[config.mk]
export PLATFORM = sky130hd
export DESIGN_NAME = jrx_pll_regs
export DESIGN_NICKNAME = d
export VERILOG_FILES = /design/src/jrx_pll_regs.v /design/src/rise_pulse.v
export VERILOG_INCLUDE_DIRS = /design/src
export SDC_FILE = /design/constraint.sdc
export NUM_CORES = 1
export LEC_CHECK = 0
export BUFFER_PORTS_ARGS = -buffer_cell sky130_fd_sc_hd__buf_2
export CAP_MARGIN = 15
export CORE_ASPECT_RATIO = 2
export CORE_MARGIN = 2
export CORE_UTILIZATION = 40
export DETAILED_ROUTE_END_ITERATION = 10
export PLACE_DENSITY = 0.58
export SLEW_MARGIN = 20
export SYNTH_ARGS = -nofsm -noshare
export SYNTH_HDL_FRONTEND = slang
export SYNTH_HIERARCHICAL = 1
export SYNTH_SLANG_ARGS = --single-unit
[constraint.sdc]
create_clock -name core_clk -period 1.7 [get_ports core_clk]
set_input_delay 0.085 -clock core_clk [delete_from_list [all_inputs] [get_ports core_clk]]
set_output_delay 0.085 -clock core_clk [all_outputs]
set_load 0.03 [all_outputs]
[src/jrx_pll_regs_consts.vh]
// Constants for the receiver PLL and link control register bank
// What this block does
// - A zero-to-one write on bit 0 of either termination trigger register starts one calibration for that block; holding one starts nothing more.
// - The checksum method bit picks sum of fields when zero and sum of octets when one.
// - The link mode bit picks single link when zero and dual link when one, and resets to zero.
// - The link map select bit steers host accesses to the link zero map or the link one map.
// - Enable bit 0 brings up link zero and enable bit 1 brings up link one.
// - Link one can be brought up only in dual link mode.
// - The two links come up independently whether enabled in one write or in two.
`ifndef JRX_PLL_REGS_CONSTS_VH
`define JRX_PLL_REGS_CONSTS_VH
// ----------------------------------------
// Offsets
// ----------------------------------------
`define ADDR_ALC_VAR    12'h290
`define ADDR_VCO_OUT    12'h291
`define ADDR_CP_CFG     12'h294
`define ADDR_BIAS_1     12'h296
`define ADDR_BIAS_2     12'h297
`define ADDR_PD_OVR     12'h299
`define ADDR_OSC_CAL    12'h29a
`define ADDR_CP_LVL     12'h29c
`define ADDR_VAR_0      12'h29f
`define ADDR_VAR_1      12'h2a0
`define ADDR_TERM_A     12'h2a7
`define ADDR_TERM_B     12'h2ae
`define ADDR_JRX_0      12'h300
`define ADDR_JRX_1      12'h301
// ----------------------------------------
// Reset values
// ----------------------------------------
`define RST_ALC_VAR     8'h83
`define RST_VCO_OUT     8'h49
`define RST_CP_CFG      8'hb0
`define RST_BIAS_1      8'h0c
`define RST_BIAS_2      8'h00
`define RST_PD_OVR      8'h00
`define RST_OSC_CAL     8'hfe
`define RST_CP_LVL      8'h17
`define RST_VAR_0       8'h33
`define RST_VAR_1       8'h08
`define RST_JRX_0       8'h00
`define RST_SUBCLASS    3'h1
// ----------------------------------------
// Writable masks and field positions
// ----------------------------------------
`define MASK_BIAS_2     8'h3f
`define MASK_CP_LVL     8'h7f
`define MASK_VAR_0      8'h7f
`define MASK_VAR_1      8'h0f
`define MASK_JRX_0      8'h7f
`define BIT_TERM_GO     0
`define BIT_SUM_METHOD  6
`define BIT_TWO_LINK    3
`define BIT_MAP_SEL     2
`define BIT_EN_ZERO     0
`define BIT_EN_ONE      1
`define SUB_MSB         2
`endif

[src/jrx_pll_regs.v]
// Register bank for receiver PLL settings and link receiver controls
`include "jrx_pll_regs_consts.vh"
module jrx_pll_regs (
    input  wire        core_clk,
    input  wire        rst_n,
    input  wire        reg_wr,
    input  wire        reg_rd,
    input  wire [11:0] reg_addr,
    input  wire [7:0]  reg_wdata,
    output reg  [7:0]  reg_rdata_ff,
    output reg         term_cal_start_a_ff,
    output reg         term_cal_start_b_ff,
    output reg         param_sum_method_ff,
    output reg         two_link_select_ff,
    output reg         link_map_select_ff,
    output reg         link_zero_up_ff,
    output reg         link_one_up_ff,
    output reg  [2:0]  local_subclass_ff,
    output reg  [79:0] pll_settings_ff
);
    // ----------------------------------------
    // Storage
    // ----------------------------------------
    reg [7:0] alc_var_ff, vco_out_ff, cp_cfg_ff, bias1_ff, bias2_ff;
    reg [7:0] pd_ovr_ff, osc_cal_ff, cp_lvl_ff, var0_ff, var1_ff;
    reg       term_a_ff, term_b_ff;
    reg [7:0] jrx0_ff;
    reg [7:0] nxt_rdata;
    wire      pulse_a;
    wire      pulse_b;
    wire      wr_alc_var;
    wire      wr_vco_out;
    wire      wr_cp_cfg;
    wire      wr_bias_1;
    wire      wr_bias_2;
    wire      wr_pd_ovr;
    wire      wr_osc_cal;
    wire      wr_cp_lvl;
    wire      wr_var_0;
    wire      wr_var_1;
    wire      wr_term_a;
    wire      wr_term_b;
    wire      wr_jrx_0;
    wire      wr_jrx_1;

    function hit;
        input [11:0] a;
        input [11:0] target;
        hit = reg_wr && (a == target);
    endfunction

    // ----------------------------------------
    // Write strobes
    // ----------------------------------------
    // One decode per register, so an offset can never touch two fields
    assign wr_alc_var = hit(reg_addr, `ADDR_ALC_VAR);
    assign wr_vco_out = hit(reg_addr, `ADDR_VCO_OUT);
    assign wr_cp_cfg  = hit(reg_addr, `ADDR_CP_CFG);
    assign wr_bias_1  = hit(reg_addr, `ADDR_BIAS_1);
    assign wr_bias_2  = hit(reg_addr, `ADDR_BIAS_2);
    assign wr_pd_ovr  = hit(reg_addr, `ADDR_PD_OVR);
    assign wr_osc_cal = hit(reg_addr, `ADDR_OSC_CAL);
    assign wr_cp_lvl  = hit(reg_addr, `ADDR_CP_LVL);
    assign wr_var_0   = hit(reg_addr, `ADDR_VAR_0);
    assign wr_var_1   = hit(reg_addr, `ADDR_VAR_1);
    assign wr_term_a  = hit(reg_addr, `ADDR_TERM_A);
    assign wr_term_b  = hit(reg_addr, `ADDR_TERM_B);
    assign wr_jrx_0   = hit(reg_addr, `ADDR_JRX_0);
    assign wr_jrx_1   = hit(reg_addr, `ADDR_JRX_1);

    // ----------------------------------------
    // PLL field writes
    // ----------------------------------------
    // plain storage
    always @(posedge core_clk or negedge rst_n) begin
        if (!rst_n) begin
            alc_var_ff <= `RST_ALC_VAR;
            vco_out_ff <= `RST_VCO_OUT;
            cp_cfg_ff  <= `RST_CP_CFG;
            bias1_ff   <= `RST_BIAS_1;
            bias2_ff   <= `RST_BIAS_2;
            pd_ovr_ff  <= `RST_PD_OVR;
            osc_cal_ff <= `RST_OSC_CAL;
            cp_lvl_ff  <= `RST_CP_LVL;
            var0_ff    <= `RST_VAR_0;
            var1_ff    <= `RST_VAR_1;
        end else begin
            if (wr_alc_var) begin
                alc_var_ff <= reg_wdata;
            end
            if (wr_vco_out) begin
                vco_out_ff <= reg_wdata;
            end
            if (wr_cp_cfg) begin
                cp_cfg_ff <= reg_wdata;
            end
            if (wr_bias_1) begin
                bias1_ff <= reg_wdata;
            end
            if (wr_bias_2) begin
                bias2_ff <= reg_wdata & `MASK_BIAS_2;
            end
            if (wr_pd_ovr) begin
                pd_ovr_ff <= reg_wdata;
            end
            if (wr_osc_cal) begin
                osc_cal_ff <= reg_wdata;
            end
            if (wr_cp_lvl) begin
                cp_lvl_ff <= reg_wdata & `MASK_CP_LVL;
            end
            if (wr_var_0) begin
                var0_ff <= reg_wdata & `MASK_VAR_0;
            end
            if (wr_var_1) begin
                var1_ff <= reg_wdata & `MASK_VAR_1;
            end
        end
    end

    // ----------------------------------------
    // Termination trigger writes
    // ----------------------------------------
    // stored trigger levels
    // The level is kept, so a second launch needs a write of zero first
    always @(posedge core_clk or negedge rst_n) begin
        if (!rst_n) begin
            term_a_ff <= 1'b0;
            term_b_ff <= 1'b0;
        end else begin
            if (wr_term_a) begin
                term_a_ff <= reg_wdata[`BIT_TERM_GO];
            end
            if (wr_term_b) begin
                term_b_ff <= reg_wdata[`BIT_TERM_GO];
            end
        end
    end

    // ----------------------------------------
    // Link receiver control writes
    // ----------------------------------------
    always @(posedge core_clk or negedge rst_n) begin
        if (!rst_n) begin
            jrx0_ff           <= `RST_JRX_0;
            local_subclass_ff <= `RST_SUBCLASS;
        end else begin
            if (wr_jrx_0) begin
                jrx0_ff <= reg_wdata & `MASK_JRX_0;
            end
            if (wr_jrx_1) begin
                local_subclass_ff <= reg_wdata[`SUB_MSB:0];
            end
        end
    end

    // ----------------------------------------
    // Calibration launch
    // ----------------------------------------
    // edge starts calibration
    rise_pulse u_rise_a (
        .core_clk (core_clk),
        .rst_n    (rst_n),
        .level    (term_a_ff),
        .pulse_ff (pulse_a)
    );
    rise_pulse u_rise_b (
        .core_clk (core_clk),
        .rst_n    (rst_n),
        .level    (term_b_ff),
        .pulse_ff (pulse_b)
    );

    // ----------------------------------------
    // Readback
    // ----------------------------------------
    // Unmapped offsets read zero; reserved bits are masked on write
    always @* begin
        case (reg_addr)
            `ADDR_ALC_VAR: nxt_rdata = alc_var_ff;
            `ADDR_VCO_OUT: nxt_rdata = vco_out_ff;
            `ADDR_CP_CFG:  nxt_rdata = cp_cfg_ff;
            `ADDR_BIAS_1:  nxt_rdata = bias1_ff;
            `ADDR_BIAS_2:  nxt_rdata = bias2_ff;
            `ADDR_PD_OVR:  nxt_rdata = pd_ovr_ff;
            `ADDR_OSC_CAL: nxt_rdata = osc_cal_ff;
            `ADDR_CP_LVL:  nxt_rdata = cp_lvl_ff;
            `ADDR_VAR_0:   nxt_rdata = var0_ff;
            `ADDR_VAR_1:   nxt_rdata = var1_ff;
            `ADDR_TERM_A:  nxt_rdata = {7'h00, term_a_ff};
            `ADDR_TERM_B:  nxt_rdata = {7'h00, term_b_ff};
            `ADDR_JRX_0:   nxt_rdata = jrx0_ff;
            `ADDR_JRX_1:   nxt_rdata = {5'h00, local_subclass_ff};
            default:       nxt_rdata = 8'h00;
        endcase
    end

    // ----------------------------------------
    // Registered outputs
    // ----------------------------------------
    always @(posedge core_clk or negedge rst_n) begin
        if (!rst_n) begin
            reg_rdata_ff        <= 8'h00;
            term_cal_start_a_ff <= 1'b0;
            term_cal_start_b_ff <= 1'b0;
            param_sum_method_ff <= 1'b0;
            two_link_select_ff  <= 1'b0;
            link_map_select_ff  <= 1'b0;
            link_zero_up_ff     <= 1'b0;
            link_one_up_ff      <= 1'b0;
            pll_settings_ff     <= 80'h0;
        end else begin
            if (reg_rd) reg_rdata_ff <= nxt_rdata;
            term_cal_start_a_ff <= pulse_a;
            term_cal_start_b_ff <= pulse_b;
            param_sum_method_ff <= jrx0_ff[`BIT_SUM_METHOD];
            two_link_select_ff  <= jrx0_ff[`BIT_TWO_LINK];
            link_map_select_ff  <= jrx0_ff[`BIT_MAP_SEL];
            link_zero_up_ff     <= jrx0_ff[`BIT_EN_ZERO];
            // link one gated by dual mode
            link_one_up_ff      <= jrx0_ff[`BIT_EN_ONE] & jrx0_ff[`BIT_TWO_LINK];
            pll_settings_ff     <= {alc_var_ff, vco_out_ff, cp_cfg_ff, bias1_ff, bias2_ff,
                                    pd_ovr_ff, osc_cal_ff, cp_lvl_ff, var0_ff, var1_ff};
        end
    end
endmodule

[src/rise_pulse.v]
// One-cycle pulse on a zero-to-one change of a stored level
module rise_pulse (
    input  wire core_clk,
    input  wire rst_n,
    input  wire level,
    output reg  pulse_ff
);
    reg level_d_ff;
    always @(posedge core_clk or negedge rst_n) begin
        if (!rst_n) begin
            level_d_ff <= 1'b0;
            pulse_ff   <= 1'b0;
        end else begin
            level_d_ff <= level;
            pulse_ff   <= level & ~level_d_ff;
        end
    end
endmodule

==> flow_summary.rst <==
.. list-table::
   :header-rows: 1

   * - Metric
     - Value
   * - Achievable Freq
     - 623.9 MHz
   * - Worst clock skew
     - 0.01120 ns
   * - TritonCTS Sinks
     - 175
   * - DP Area
     - 8029 µm²
   * - Most common library cell in the layout ignoring fill and taps
     - dfrtp_1
   * - Worst-path maximum fanout
     - 3
   * - Post-synthesis instance area
     - 6696 µm²
   * - Critical-path cell list
     - mux2_2 > a22oi_2 > nand3_2 > a222oi_1 > a21oi_1
   * - Worst vdd rail ir drop
     - 0.0006500 V
   * - Effective utilization at floorplan
     - 40.34%
   * - Crit-path leading delay family
     - compound AO/OA/AOI/OAI gates
   * - Outcome
     - completed
   * - Length of the first detailed-routing pass in iterations
     - 4
   * - Total I/O pin count
     - 122
   * - CTS H-Tree Depth
     - 4
   * - Die extent in y
     - 187.0 µm
   * - Antenna-violating nets left
     - 0
   * - Prevailing post-synth register cell
     - dfrtp_1
   * - Highest-count cells in the layout ignoring fill and taps
     - dfrtp_1 (147), buf_2 (112), mux2_2 (78)
   * - DRC viols
     - 0
   * - Unrepaired setup endpoints after global routing
     - true
   * - Type of the most critical hold path
     - input pin to flop
   * - Die area
     - 17850 µm²
   * - # nets final
     - 648
   * - Arrival @ worst endpoint
     - 1.91 ns
   * - Crit path buf inv count
     - 0
   * - Max clock buf depth
     - 2
   * - Ratio of cells with drive above 1 in the final layout
     - 54.47%
   * - Setup slack on the worst flop-to-flop path
     - 0.1 ns
   * - Max Transition Viols Final
     - 0
   * - Vias in the first global route
     - 4621
   * - # setup viols final
     - 0
   * - Headroom to the max-slew limit
     - 57.90%
   * - HPWL after detailed placement
     - 12.27 mm
   * - Final clock period utilization by the worst path
     - 94.29%
   * - Antenna diodes
     - 0
   * - Clock buffer count from CTS
     - 17
   * - Core Footprint
     - 16600 µm²
   * - Clock latency on the worst-skew pair
     - 0.43 ns
   * - Share of synthesized flip-flops with an asynchronous set or reset
     - 100.0%
   * - Pin slew with the least headroom to its limit
     - 0.6257 ns
   * - Cells after synthesis
     - 453
   * - Antenna violations before repair
     - 1
   * - Maxcap violations
     - 0
   * - Detail-routed via count per cell
     - 5.137
   * - Total count of hold-check failures in the final report
     - 0
   * - Post-detailed-routing wire length
     - 17.17 mm
   * - Area delta synth->final
     - 28.83%
   * - Total grt overflow
     - 0
   * - Filler cells
     - 1508
   * - Critical path endpoint category
     - flop
   * - First-pass GRT wire length
     - 26.79 mm
   * - Critical path class
     - flop to flop
   * - Syn. warnings
     - 6
   * - Horiz. Die Dim
     - 95.49 µm
   * - Mean post-synth cell area
     - 14.78 µm²
   * - Power per cell area
     - 967.3 nW/µm²
   * - Biggest cell delay along the critical path
     - 0.39 ns
   * - Total number of placement rows
     - 67
   * - Distinct cells, synth
     - 56
   * - DRT iter0 DRCs
     - 216
   * - Clock transition time at the flip-flop clock pins of the worst setup and hold paths
     - 0.07 ns
   * - Minimum setup slack in the final design
     - 0.09714 ns
   * - Clock tree from TritonCTS
     - built
   * - Minimum clock period
     - 1.603 ns
   * - CP Data Required Time
     - 2.01 ns
   * - Setup WS pre-CTS
     - -0.3107 ns
   * - Launching element type of the critical path
     - flop
   * - Post-route cell area
     - 8627 µm²
   * - Cell at the root of the clock tree
     - clkbuf_16
   * - Global-route total usage across every layer
     - 20.56%
   * - Standby leakage power
     - 4.410 nW
   * - Share of synthesized area occupied by flip-flops and latches
     - 65.92%
   * - Flop and latch count out of synthesis
     - 175
   * - WL per Instance
     - 20.35 µm
   * - Final weighted congestion in routability-driven placement
     - 0.8398
   * - Port bufs
     - 113
   * - Via count
     - 4336
   * - Slowest-stage cell, CP
     - dfrtp_1
   * - Number of flops mapped to enable cells by yosys
     - 0
   * - Largest net degree at the start of global routing
     - 61
## stage by stage
stage | util (%) | hold WS (ns) | TNS [ns] | total power, mW | instances
6_report | 51.98 | 0.03872 | 0 | 8.345 | 844
3_5_place_dp | 48.37 | 0.03853 | -18.87 | 4.766 | 808
2_1_floorplan | - | -0.2106 | -8.487 | 4.502 | 460
4_1_cts | 51.80 | 0.03277 | 0 | 8.431 | 842
5_1_grt | 51.98 | 0.06613 | -0.01016 | 8.623 | 844
3_3_place_gp | 48.37 | 0.02930 | -17.85 | 4.762 | 808
## worst register-to-register path, delay by kind of cell, from the launching register on
family	cells	cell delay, ns
AO/OA/AOI/OAI	3	0.69
multiplexers	1	0.28
flip-flops	1	0.39
AND/OR/NAND/NOR	1	0.12
## sequential cells by signal, summed over array words and instances, names as in the netlist, 3 cells and up
register	flops
pll_settings_ff	72
alc_var_ff	8
bias1_ff	8
cp_cfg_ff	8
osc_cal_ff	8
pd_ovr_ff	8
reg_rdata_ff	8
vco_out_ff	8
cp_lvl_ff	7
jrx0_ff	7
var0_ff	7
bias2_ff	6
var1_ff	4
local_subclass_ff	3
## layer usage
| layer | up-vias | GRT usage, % | wire, µm |
|---|---|---|---|
| met5 | - | 0 | 15 |
| met4 | 2 | 8.022 | 439 |
| met3 | 24 | 3.263 | 725 |
| met2 | 142 | 34.10 | 8927 |
| met1 | 2192 | 26.68 | 7065 |
| li1 | 1976 | - | - |
## cells in the mapped netlist, types with 6 or more instances
cell	instances	area (µm²)
clkbuf_1	17	63.81
nor2b_1	6	37.54
nand2_1	11	41.29
mux2_2	93	1047
mux2i_1	8	80.08
nand3_1	16	80.08
dfstp_2	28	735.7
a21oi_1	8	40.04
o21ai_0	6	30.03
buf_4	8	60.06
dfrtp_1	147	3679
nor2_1	14	52.55
## power breakdown
group | internal [mW] | switching [mW] | total (mW)
registers | 4.20 | 0.0176 | 4.21
logic | 0.150 | 0.326 | 0.476
clock network | 1.94 | 1.72 | 3.66
total | 6.29 | 2.06 | 8.35
## cells by family after synthesis
group	after synthesis	share of synthesized area [%]
AO/OA/AOI/OAI	50	5.531
buffers and inverters	35	2.466
flip-flops	175	65.92
multiplexers	101	16.83
other	1	0.05600
AND/OR/NAND/NOR	91	9.193
## final timing paths
check | start | end | depth (start not counted)
worst max-delay path | cp_cfg_ff[6] | reg_rdata_ff[6] | 5
worst min-delay path | reg_rd | reg_rdata_ff[5] | 2
worst max register to register | cp_cfg_ff[6] | reg_rdata_ff[6] | 5
worst min register to register | u_rise_b/pulse_ff | term_cal_start_b_ff | 0
max in group asynchronous | rst_n | osc_cal_ff[5] | 3
min in group asynchronous | rst_n | pll_settings_ff[68] | 2
## cell type report
cell class                      count  area [µm²]  area share (%)
Multi-Input combinational cell    250        2245           26.02
Inverter                            2       7.507         0.08702
Clock inverter                     12       102.6           1.189
Timing Repair Buffer              178        1152           13.36
Sequential cell                   175        4414           51.17
Clock buffer                       20       446.7           5.178
Tap cell                          207       259.0           3.002
## repair_timing
item                                    4_1_cts  5_1_grt
setup buffers                                 0        2
resized for setup                             0        4
hold buffers                                  2        0
endpoints found under the setup margin        0        3
endpoints found under the hold margin       117        0
Power figures use the tool's default switching activity.
